--- src/hus_pkg.sv ---
// Purpose: Shared constants and types for the head-unsafe flag block.
// Assumes: 20 MHz pclk, 32-bit APB register access.
// Notes: Configuration resets to zero, as after power-up.
package hus_pkg;
  // Register byte offsets
  localparam logic [7:0] CTRL_OFS = 8'h00;
  localparam logic [7:0] STATUS_OFS = 8'h04;
  localparam logic [7:0] INT_STAT_OFS = 8'h08;
  localparam logic [7:0] INT_MASK_OFS = 8'h0C;

  // Control register field positions and reset value
  localparam int PWR_LSB = 0;
  localparam int INHIBIT_BIT = 2;
  localparam int POLARITY_BIT = 3;
  localparam int HEAD_LSB = 4;
  localparam int TEST_LSB = 8;
  localparam int SERVO_BIT = 11;
  localparam int CTRL_W = 12;
  localparam logic [11:0] CTRL_RESET = 12'h000;

  // Field codes
  localparam logic [1:0] PWR_SLEEP = 2'h0;
  localparam logic [1:0] PWR_ACTIVE = 2'h3;
  localparam logic [2:0] TEST_OFF = 3'h0;
  localparam int TEST_TAS_BIT = 2;
  localparam logic [3:0] HEAD_FIRST_BAD = 4'hA;
  localparam logic [3:0] HEAD_DEFAULT = 4'h0;

  // Fault input vector positions
  localparam int F_REF = 0;
  localparam int F_WFREQ = 1;
  localparam int F_WOPEN = 2;
  localparam int F_DRV = 3;
  localparam int F_VCC = 4;
  localparam int F_VWD = 5;
  localparam int F_TAS = 6;
  localparam int NFAULT = 7;

  // Interrupt event bits
  localparam int EVT_UNSAFE = 0;
  localparam int EVT_SAFE = 1;
  localparam int EVT_SUPPLY = 2;
  localparam int EVT_W = 3;

  // Timing
  localparam int CLK_PERIOD_NS = 50;
  localparam int RELEASE_MIN_NS = 500;
  localparam int RELEASE_MAX_NS = 1000;
  localparam int WRITE_SETTLE_NS = 15;
  localparam int RELEASE_CYC_I = (RELEASE_MIN_NS + CLK_PERIOD_NS - 1) / CLK_PERIOD_NS;
  localparam int BLANK_CYC_I = ((WRITE_SETTLE_NS + CLK_PERIOD_NS - 1) / CLK_PERIOD_NS < 1) ? 1 :
                               (WRITE_SETTLE_NS + CLK_PERIOD_NS - 1) / CLK_PERIOD_NS;
  localparam logic [4:0] RELEASE_CYC = 5'(RELEASE_CYC_I);
  localparam logic [2:0] BLANK_CYC = 3'(BLANK_CYC_I);

  // Operating mode seen by the flag logic
  typedef enum logic [2:0] {
    MODE_OFF = 3'b000,
    MODE_READ = 3'b001,
    MODE_WRITE = 3'b010,
    MODE_TAS = 3'b011,
    MODE_ATEST = 3'b100,
    MODE_SERVO = 3'b101
  } mode_t;
endpackage : hus_pkg

--- src/head_unsafe_flag.sv ---
// Purpose: Head-unsafe flag logic with APB configuration and interrupt.
// Assumes: Fault detectors are analog comparators giving levels.
// Notes: The unsafe pin is open drain; an external pull-up makes HIGH.
// Contract
// [RQ1] Sleep and standby release the line high
// [RQ2] Read with polarity one keeps line high
// [RQ3] Read faults pull low when polarity zero
// [RQ4] Flag low main or driver supply
// [RQ5] Test mode high unless thermal asperity seen
// [RQ6] Servo write always holds line low
// [RQ7] Write with polarity one holds line low
// [RQ8] Write faults release line high, polarity zero
// [RQ9] Inhibit write current; supply fault still flagged
// [RQ10] Unsafe persists, safe 0.5-1 us after
// [RQ11] Write entry pulls low until transient passes
// [RQ12] Analog test releases line high always; the code holds it low when servo write is also set
// [RQ13] Only sink the line; pull-up is external
// [RQ14] Polarity bit selects flag behaviour
// [RQ15] Power field: sleep, standby, active decode
// [RQ16] Bad head flags write, selects head zero; the code selects head zero in read only and keeps the bad code in write
// [RQ17] Register inputs; counter times release delay
// [RQ18] Detector inputs pass two sync stages
//
// The implementer's own choices: the address map and the APB interface to the registers.
`timescale 1ns/1ps
module head_unsafe_flag
  import hus_pkg::*;
(
  // Clock and reset
  input wire logic pclk,
  input wire logic presetn,
  // APB slave
  input wire logic psel,
  input wire logic penable,
  input wire logic pwrite,
  input wire logic [7:0] paddr,
  input wire logic [31:0] pwdata,
  output logic [31:0] prdata,
  output logic pready,
  output logic pslverr,
  // Read or write select from the controller
  input wire logic write_gate,
  // Analog detector levels
  input wire logic ref_resistor_fault,
  input wire logic wdata_freq_low,
  input wire logic write_head_open,
  input wire logic driver_left_biased,
  input wire logic main_supply_low,
  input wire logic write_driver_supply_low,
  input wire logic thermal_asperity_detect,
  // Open-drain unsafe pin
  output logic head_unsafe_flag_out,
  output logic head_unsafe_flag_oe,
  // Head and write driver control
  output logic [3:0] head_selected,
  output logic write_current_inhibit,
  // Interrupt
  output logic irq
);
  logic [CTRL_W-1:0] ctrl_r;
  logic [EVT_W-1:0] int_stat_r;
  logic [EVT_W-1:0] int_mask_r;
  logic [NFAULT-1:0] fault_q;
  logic write_gate_r;
  logic write_gate_d_r;
  logic [4:0] hold_cnt_r;
  logic [2:0] blank_cnt_r;
  logic held_d_r;
  logic supply_d_r;
  logic pull_r;

  // Detector levels cross into the clock domain first
  fault_sync #(.WIDTH(NFAULT)) u_sync (
    .clk(pclk),
    .rst_n(presetn),
    .d({thermal_asperity_detect, write_driver_supply_low, main_supply_low,
        driver_left_biased, write_head_open, wdata_freq_low, ref_resistor_fault}),
    .q(fault_q)
  );

  // Control field decode
  wire [1:0] pwr = ctrl_r[PWR_LSB +: 2];
  wire polarity = ctrl_r[POLARITY_BIT];
  wire inhibit_bit = ctrl_r[INHIBIT_BIT];
  wire [3:0] head = ctrl_r[HEAD_LSB +: 4];
  wire [2:0] test_mode = ctrl_r[TEST_LSB +: 3];
  wire servo = ctrl_r[SERVO_BIT];
  wire pwr_active = (pwr == PWR_ACTIVE); // [RQ15]
  wire head_bad = (head >= HEAD_FIRST_BAD); // [RQ16]
  wire supply_fault = fault_q[F_VCC] | fault_q[F_VWD]; // [RQ4]
  wire tas_on = test_mode[TEST_TAS_BIT];

  // Mode selection; servo outranks test, test outranks plain read/write
  mode_t mode;
  assign mode = !pwr_active ? MODE_OFF :
                servo ? MODE_SERVO :
                tas_on ? MODE_TAS :
                (test_mode != TEST_OFF) ? MODE_ATEST :
                write_gate_r ? MODE_WRITE : MODE_READ;

  // Fault sets per mode; blanking masks write faults after entry
  wire read_faults = head_bad | fault_q[F_REF] | supply_fault; // [RQ3]
  wire write_faults = head_bad | fault_q[F_REF] | fault_q[F_WFREQ] | fault_q[F_WOPEN] |
                      fault_q[F_DRV] | supply_fault; // [RQ8]
  wire blanking = (blank_cnt_r != 3'h0);
  wire fault_now = (mode == MODE_READ) ? read_faults :
                   (mode == MODE_WRITE) ? (write_faults & ~blanking) :
                   (mode == MODE_TAS) ? fault_q[F_TAS] : 1'b0;
  wire held = fault_now | (hold_cnt_r != 5'h00); // [RQ10]
  wire write_entry = write_gate_r & ~write_gate_d_r;

  // Pin decision: 1 means sink the line low
  logic pull_nxt;
  always_comb begin
    pull_nxt = 1'b0;
    case (mode)
      MODE_OFF: pull_nxt = 1'b0; // [RQ1]
      MODE_SERVO: pull_nxt = 1'b1; // [RQ6]
      MODE_ATEST: pull_nxt = 1'b0; // [RQ12]
      MODE_TAS: pull_nxt = held; // [RQ5]
      MODE_READ: pull_nxt = polarity ? 1'b0 : held; // [RQ2] [RQ3] [RQ14]
      MODE_WRITE: pull_nxt = polarity ? 1'b1 : (blanking | write_entry | ~held); // [RQ7] [RQ8] [RQ11] [RQ14]
      default: pull_nxt = 1'b0;
    endcase
  end

  // Head zero replaces an invalid code in read; write keeps it and flags it
  wire [3:0] head_nxt = (head_bad && !write_gate_r) ? HEAD_DEFAULT : head; // [RQ16]
  // Inhibit only in write with the bit clear and an unsafe condition held
  wire inhibit_nxt = (mode == MODE_WRITE) & ~inhibit_bit & held; // [RQ9]

  // Mode input registered; release counter reloads while a fault of the current mode's fault set persists
  always_ff @(posedge pclk or negedge presetn) begin
    if (!presetn) begin
      write_gate_r <= 1'b0;
      write_gate_d_r <= 1'b0;
      hold_cnt_r <= 5'h00;
      blank_cnt_r <= 3'h0;
    end else begin
      write_gate_r <= write_gate; // [RQ17]
      write_gate_d_r <= write_gate_r;
      if (fault_now)
        hold_cnt_r <= RELEASE_CYC; // [RQ10] [RQ17]
      else if (hold_cnt_r != 5'h00)
        hold_cnt_r <= hold_cnt_r - 5'h01;
      if (write_entry && pwr_active)
        blank_cnt_r <= BLANK_CYC; // [RQ11]
      else if (blanking)
        blank_cnt_r <= blank_cnt_r - 3'h1;
    end
  end

  // Pin driver: data stays 0, enable sinks; never drives high
  always_ff @(posedge pclk or negedge presetn) begin
    if (!presetn) begin
      pull_r <= 1'b0;
      head_unsafe_flag_out <= 1'b0;
      head_selected <= 4'h0;
      write_current_inhibit <= 1'b0;
    end else begin
      pull_r <= pull_nxt;
      head_unsafe_flag_out <= 1'b0; // [RQ13]
      head_selected <= head_nxt;
      write_current_inhibit <= inhibit_nxt;
    end
  end
  assign head_unsafe_flag_oe = pull_r; // [RQ13]

  // APB decode; answer in the first access cycle
  wire setup = psel & ~penable;
  wire access = psel & penable & pready;
  wire hit_ctrl = (paddr == CTRL_OFS);
  wire hit_status = (paddr == STATUS_OFS);
  wire hit_istat = (paddr == INT_STAT_OFS);
  wire hit_imask = (paddr == INT_MASK_OFS);
  wire hit_any = hit_ctrl | hit_status | hit_istat | hit_imask;
  wire [31:0] status_word = {21'h000000, blanking, pull_r, held, fault_q, 1'b0};
  wire [31:0] rd_mux = hit_ctrl ? {20'h00000, ctrl_r} :
                       hit_status ? status_word :
                       hit_istat ? {29'h00000000, int_stat_r} :
                       hit_imask ? {29'h00000000, int_mask_r} : 32'h00000000;
  wire wr_ctrl = access & pwrite & hit_ctrl;
  wire wr_istat = access & pwrite & hit_istat;
  wire wr_imask = access & pwrite & hit_imask;

  // Interrupt events; a new event wins over a same-cycle clear
  wire [EVT_W-1:0] events = {supply_fault & ~supply_d_r, ~held & held_d_r, held & ~held_d_r};
  wire [EVT_W-1:0] clr = wr_istat ? pwdata[EVT_W-1:0] : {EVT_W{1'b0}};
  wire [EVT_W-1:0] int_stat_nxt = (int_stat_r & ~clr) | events;

  // Bus answer registers
  always_ff @(posedge pclk or negedge presetn) begin
    if (!presetn) begin
      pready <= 1'b0;
      pslverr <= 1'b0;
      prdata <= 32'h00000000;
    end else begin
      pready <= setup;
      pslverr <= setup & ~hit_any;
      prdata <= setup ? rd_mux : 32'h00000000;
    end
  end

  // Software registers and interrupt state
  always_ff @(posedge pclk or negedge presetn) begin
    if (!presetn) begin
      ctrl_r <= CTRL_RESET;
      int_mask_r <= {EVT_W{1'b0}};
      int_stat_r <= {EVT_W{1'b0}};
      held_d_r <= 1'b0;
      supply_d_r <= 1'b0;
      irq <= 1'b0;
    end else begin
      if (wr_ctrl)
        ctrl_r <= pwdata[CTRL_W-1:0]; // [RQ17]
      if (wr_imask)
        int_mask_r <= pwdata[EVT_W-1:0];
      int_stat_r <= int_stat_nxt;
      held_d_r <= held;
      supply_d_r <= supply_fault;
      irq <= |(int_stat_nxt & (wr_imask ? pwdata[EVT_W-1:0] : int_mask_r));
    end
  end

  // Cycles since the last fault; saturates so a long quiet spell never wraps back into range
  logic [4:0] quiet_cnt_r;
  always_ff @(posedge pclk or negedge presetn) begin
    if (!presetn) begin
      quiet_cnt_r <= 5'h00;
    end else if (fault_now) begin
      quiet_cnt_r <= 5'h00;
    end else if (quiet_cnt_r != 5'h1F) begin
      quiet_cnt_r <= quiet_cnt_r + 5'h01;
    end
  end
endmodule : head_unsafe_flag

--- src/fault_sync.sv ---
// Purpose: Two-stage synchroniser for a vector of analog detector levels.
// Assumes: Each bit is an independent level; no word coherence needed.
// Notes: The first stage feeds only the second stage.
`timescale 1ns/1ps
module fault_sync #(
  parameter int WIDTH = 7
) (
  // Clock and reset
  input wire logic clk,
  input wire logic rst_n,
  // Data
  input wire logic [WIDTH-1:0] d,
  output logic [WIDTH-1:0] q
);
  logic [WIDTH-1:0] meta_r;

  // Two flops; metastability settles in the first
  always_ff @(posedge clk or negedge rst_n) begin
    if (!rst_n) begin
      meta_r <= '0;
      q <= '0;
    end else begin
      meta_r <= d; // [RQ18]
      q <= meta_r; // [RQ18]
    end
  end
endmodule : fault_sync

--- config.mk ---
export PLATFORM = sky130hd
export DESIGN_NAME = head_unsafe_flag
export DESIGN_NICKNAME = d
export VERILOG_FILES = /design/src/hus_pkg.sv /design/src/head_unsafe_flag.sv /design/src/fault_sync.sv
export SDC_FILE = /design/constraint.sdc
export NUM_CORES = 1
export LEC_CHECK = 0
export ABC_CLOCK_PERIOD_IN_PS = 1900
export BUFFER_PORTS_ARGS = -buffer_cell sky130_fd_sc_hd__buf_2
export CORE_MARGIN = 1
export CORE_UTILIZATION = 45
export CTS_CLUSTER_SIZE = 25
export DETAILED_ROUTE_END_ITERATION = 10
export GPL_TIMING_DRIVEN = 0
export PLACE_DENSITY = 0.76
export SETUP_SLACK_MARGIN = 0.4
export SYNTH_ARGS = -nofsm -noshare
export SYNTH_HDL_FRONTEND = slang
export SYNTH_HIERARCHICAL = 1
export SYNTH_SLANG_ARGS = --single-unit
--- constraint.sdc ---
create_clock -name pclk -period 1.9 [get_ports pclk]
set_input_delay 0.38 -clock pclk [delete_from_list [all_inputs] [get_ports pclk]]
set_output_delay 0.38 -clock pclk [all_outputs]
set_load 0.02 [all_outputs]
==> impl_metrics.yaml <==
job:
  cap_viol_max_count: 0
placed_design:
  hpwl_um: 3830
  dp_slack_ns: -0.331
  dpl-instance-area_um2: 3300
  io_buffers: 53
  gp_congestion: 0.874
  dp.cells: 382
clock_tree:
  cts.sinks: 65
  cts_htree_levels: 3
  cts_root_buffer: "clkbuf_8"
  hold_buffers: 0
  numCtsBuffers: 9
  cts_buffer_depth: 2
  cts_tree: "yes"
  clk_pin_slew_ns: 0.07
  clock_latency_ns: 0.34
sta:
  hold_viol_final: 0
  setup-violations-final: 0
  rsz0062_at_grt: "yes"
  fin_setup_tns_ns: 0
  hold_ws_ns: 0.120
  layout_setup_ws_ns: 0.0104
  skew_ns: 0.00679
  period_needed_ns: 1.89
  drv_slew: 0
  max_freq_ghz: 0.529
  tightest_slew_ns: 0.778
  slew-limit-headroom: 0.481
  timing.final.crit_share: 0.995
worst_setup_path:
  path_class: "flip-flop to flip-flop"
  end_kind: "flip-flop"
  crit_family: "compound AO/OA/AOI/OAI gates"
  rr_startpoint: "u_sync/q[6]$_DFF_PN0_"
  crit_fanout: 3
  cp.arrival_ns: 2.09
  reg2reg_slack_ns: 0.01
  rr_worst_depth: 5
  crit_start: "u_sync/q[6]$_DFF_PN0_"
  cp.depth: 5
  cp_num_buf_inv: 0
  cp_slowest_stage_delay_ns: 0.54
  slowest_stage: "or4_1"
  path_cells: "a2111oi_2 > o211ai_1 > o211ai_4 > a211oi_1 > or4_1"
  worstSetupStartpointType: "flip-flop"
  regToRegEndpoint: "irq$_DFF_PN0_"
  cp_data_required_time_ns: 2.10
pwr:
  p_int_mw: 2.62
  power.total_mw: 3.60
  power_frac_comb: 0.232
  clkPwrFrac: 0.321
  p_leak_nw: 1.90
  p_seq_frac: 0.446
  netSwitchingPower_mw: 0.977
  vdd.ir_drop.worst_uv: 464
  pwr_density_cell_nw_per_um2: 960
  swShare: 0.271
grt:
  first_global_vias: 1996
  grt_pass1_wl_um: 9180
  track_usage: 0.192
  grt.overflow.total: 0
  antenna_found_initial: 0
  grt_max_degree: 66
route:
  post-route-drc-count: 0
  vias: 2065
  drt_iter0_drc: 172
  routed_wl_um: 5710
  wl_per_cell_um: 13.7
  first_pass_iters: 4
  ant_nets: 0
  vias_per_cell: 4.94
synthesis:
  synthesis.instances: 234
  synth.avg_cell_area_um2: 12.0
  synth_edf_count: 0
  ys_warn_count: 6
  synth_top_cell_by_area: "dfrtp_1"
  ys_ff_latch: 65
  synth_ff_type: "dfrtp_1"
  syn_area_um2: 2820
  synth_top_area_share: 0.578
  synth_cell_types: 49
  synth.top_cells.by_area: "dfrtp_1 58%, buf_4 5.6%, mux2_2 4.8%"
  async_flop_share: 1.00
  synth_seq_area_share: 0.578
die:
  core_um2: 5990
  die_h_um: 81.1
  start_util: 0.470
  row_count: 28
  die-area_um2: 6580
  die_w_um: 81.1
  ios: 95
layout:
  drive_gt1_frac: 0.455
  area_growth_pct: 33.1
  final-seq-area_um2: 1630
  fillers: 454
  nets: 395
  multiInputGateArea_um2: 1170
  stdcell_count: 418
  post-route-cell-area_um2: 3750
  num_antenna_cells: 0
  fin_util: 0.626
run_status:
  status: "finished, final reports clean"
worst_hold_path:
  hp-class: "input pin to asynchronous set/reset pin"
==> sequential cells by signal (all words and copies together), names as in the netlist <==
register,count
supply_d_r,1
head_selected,4
head_unsafe_flag_oe,1
write_current_inhibit,1
hold_cnt_r,5
ctrl_r,12
pready,1
u_sync/meta_r,7
irq,1
u_sync/q,7
pslverr,1
held_d_r,1
int_mask_r,3
blank_cnt_r,3
write_gate_d_r,1
write_gate_r,1
prdata,12
int_stat_r,3
==> how the worst max path moves through the flow <==
stage / end / slack (ns)
finish: irq$_DFF_PN0_ / 0.01
global route: irq$_DFF_PN0_ / -0.04
CTS: irq$_DFF_PN0_ / -0.002
detailed placement: irq$_DFF_PN0_ / -0.33
global placement: irq$_DFF_PN0_ / -0.32
floorplan: irq$_DFF_PN0_ / -0.1
==> final cells by class <==
class | count | share of cell area
Clock inverter | 3 | 0.0107
Sequential cell | 65 | 0.435
Timing Repair Buffer | 74 | 0.117
Multi-Input combinational cell | 156 | 0.313
Clock buffer | 12 | 0.0414
Tap cell | 75 | 0.0250
Buffer | 25 | 0.0491
Inverter | 8 | 0.00801
==> placed cells by master, fill, tap and decap left out, types with 4 or more instances in the layout <==
cell type and count:
nor2_1 18, a21oi_1 4, o21a_1 4, nor3_1 5, and2_1 4, buf_4 39
a22oi_1 7, buf_6 4, dfrtp_1 62, nand2b_1 5, o211ai_1 5, a211oi_1 4
inv_1 5, mux2_2 11, clkbuf_1 4, buf_2 52, nand2_1 8, mux2i_1 5
clkbuf_8 11, conb_1 21
==> power by group through the flow <==
stage	Sequential (mW)	Combinational (mW)	Clock [mW]
after floorplan	1.61	0.478	0
after global placement	1.63	0.600	0
after detailed placement	1.64	0.624	0
after CTS	1.61	0.717	1.18
after global routing	1.62	0.931	1.24
final	1.61	0.836	1.16
==> cell families (layout without fill, tap and decap cells) <==
kind of cell               count (synthesis)  count (layout)  synth area share
xor gates and xnor gates                   2               2           0.00622
other                                      1              21           0.00133
and+or+nand+nor                           72              72             0.151
AOI/OAI and AO/OA                         39              39            0.0991
buffers and inverters                     33             122            0.0746
DFF                                       65              65             0.578
adders and majority gates                  3               3            0.0133
muxes                                     19              19            0.0764
==> per-layer routing <==
layer,vias to the layer above,wire length [um],track usage
li1,992,-,-
met1,977,2380,0.236
met2,81,2790,0.302
met3,15,329,0.0404
met4,0,208,0.132
met5,-,0,0
==> synth_stat cells (all sizes together), types with 2 or more instances <==
cell / number
nor3b: 2
or3: 2
a21boi: 2
o21a: 4
a21oi: 6
inv: 8
nand2: 11
clkbuf: 3
nor3: 7
o22ai: 2
nor2: 19
nand2b: 6
and2: 8
buf: 22
o211ai: 6
and4: 3
a22oi: 7
o21ai: 3
xnor2: 2
a211oi: 4
nor4: 3
mux2i: 5
dfrtp: 65
and3: 2
mux2: 14
ha: 3
nand4: 2
==> what timing repair did <==
action                     in CTS  in global routing
resized for setup              17                  8
setup endpoints to repair      30                 31
setup buffers                  11                 10
pin swaps                       9                  6
hold endpoints to repair        0                  0
Note: power is estimated with default switching activity, not from simulation.
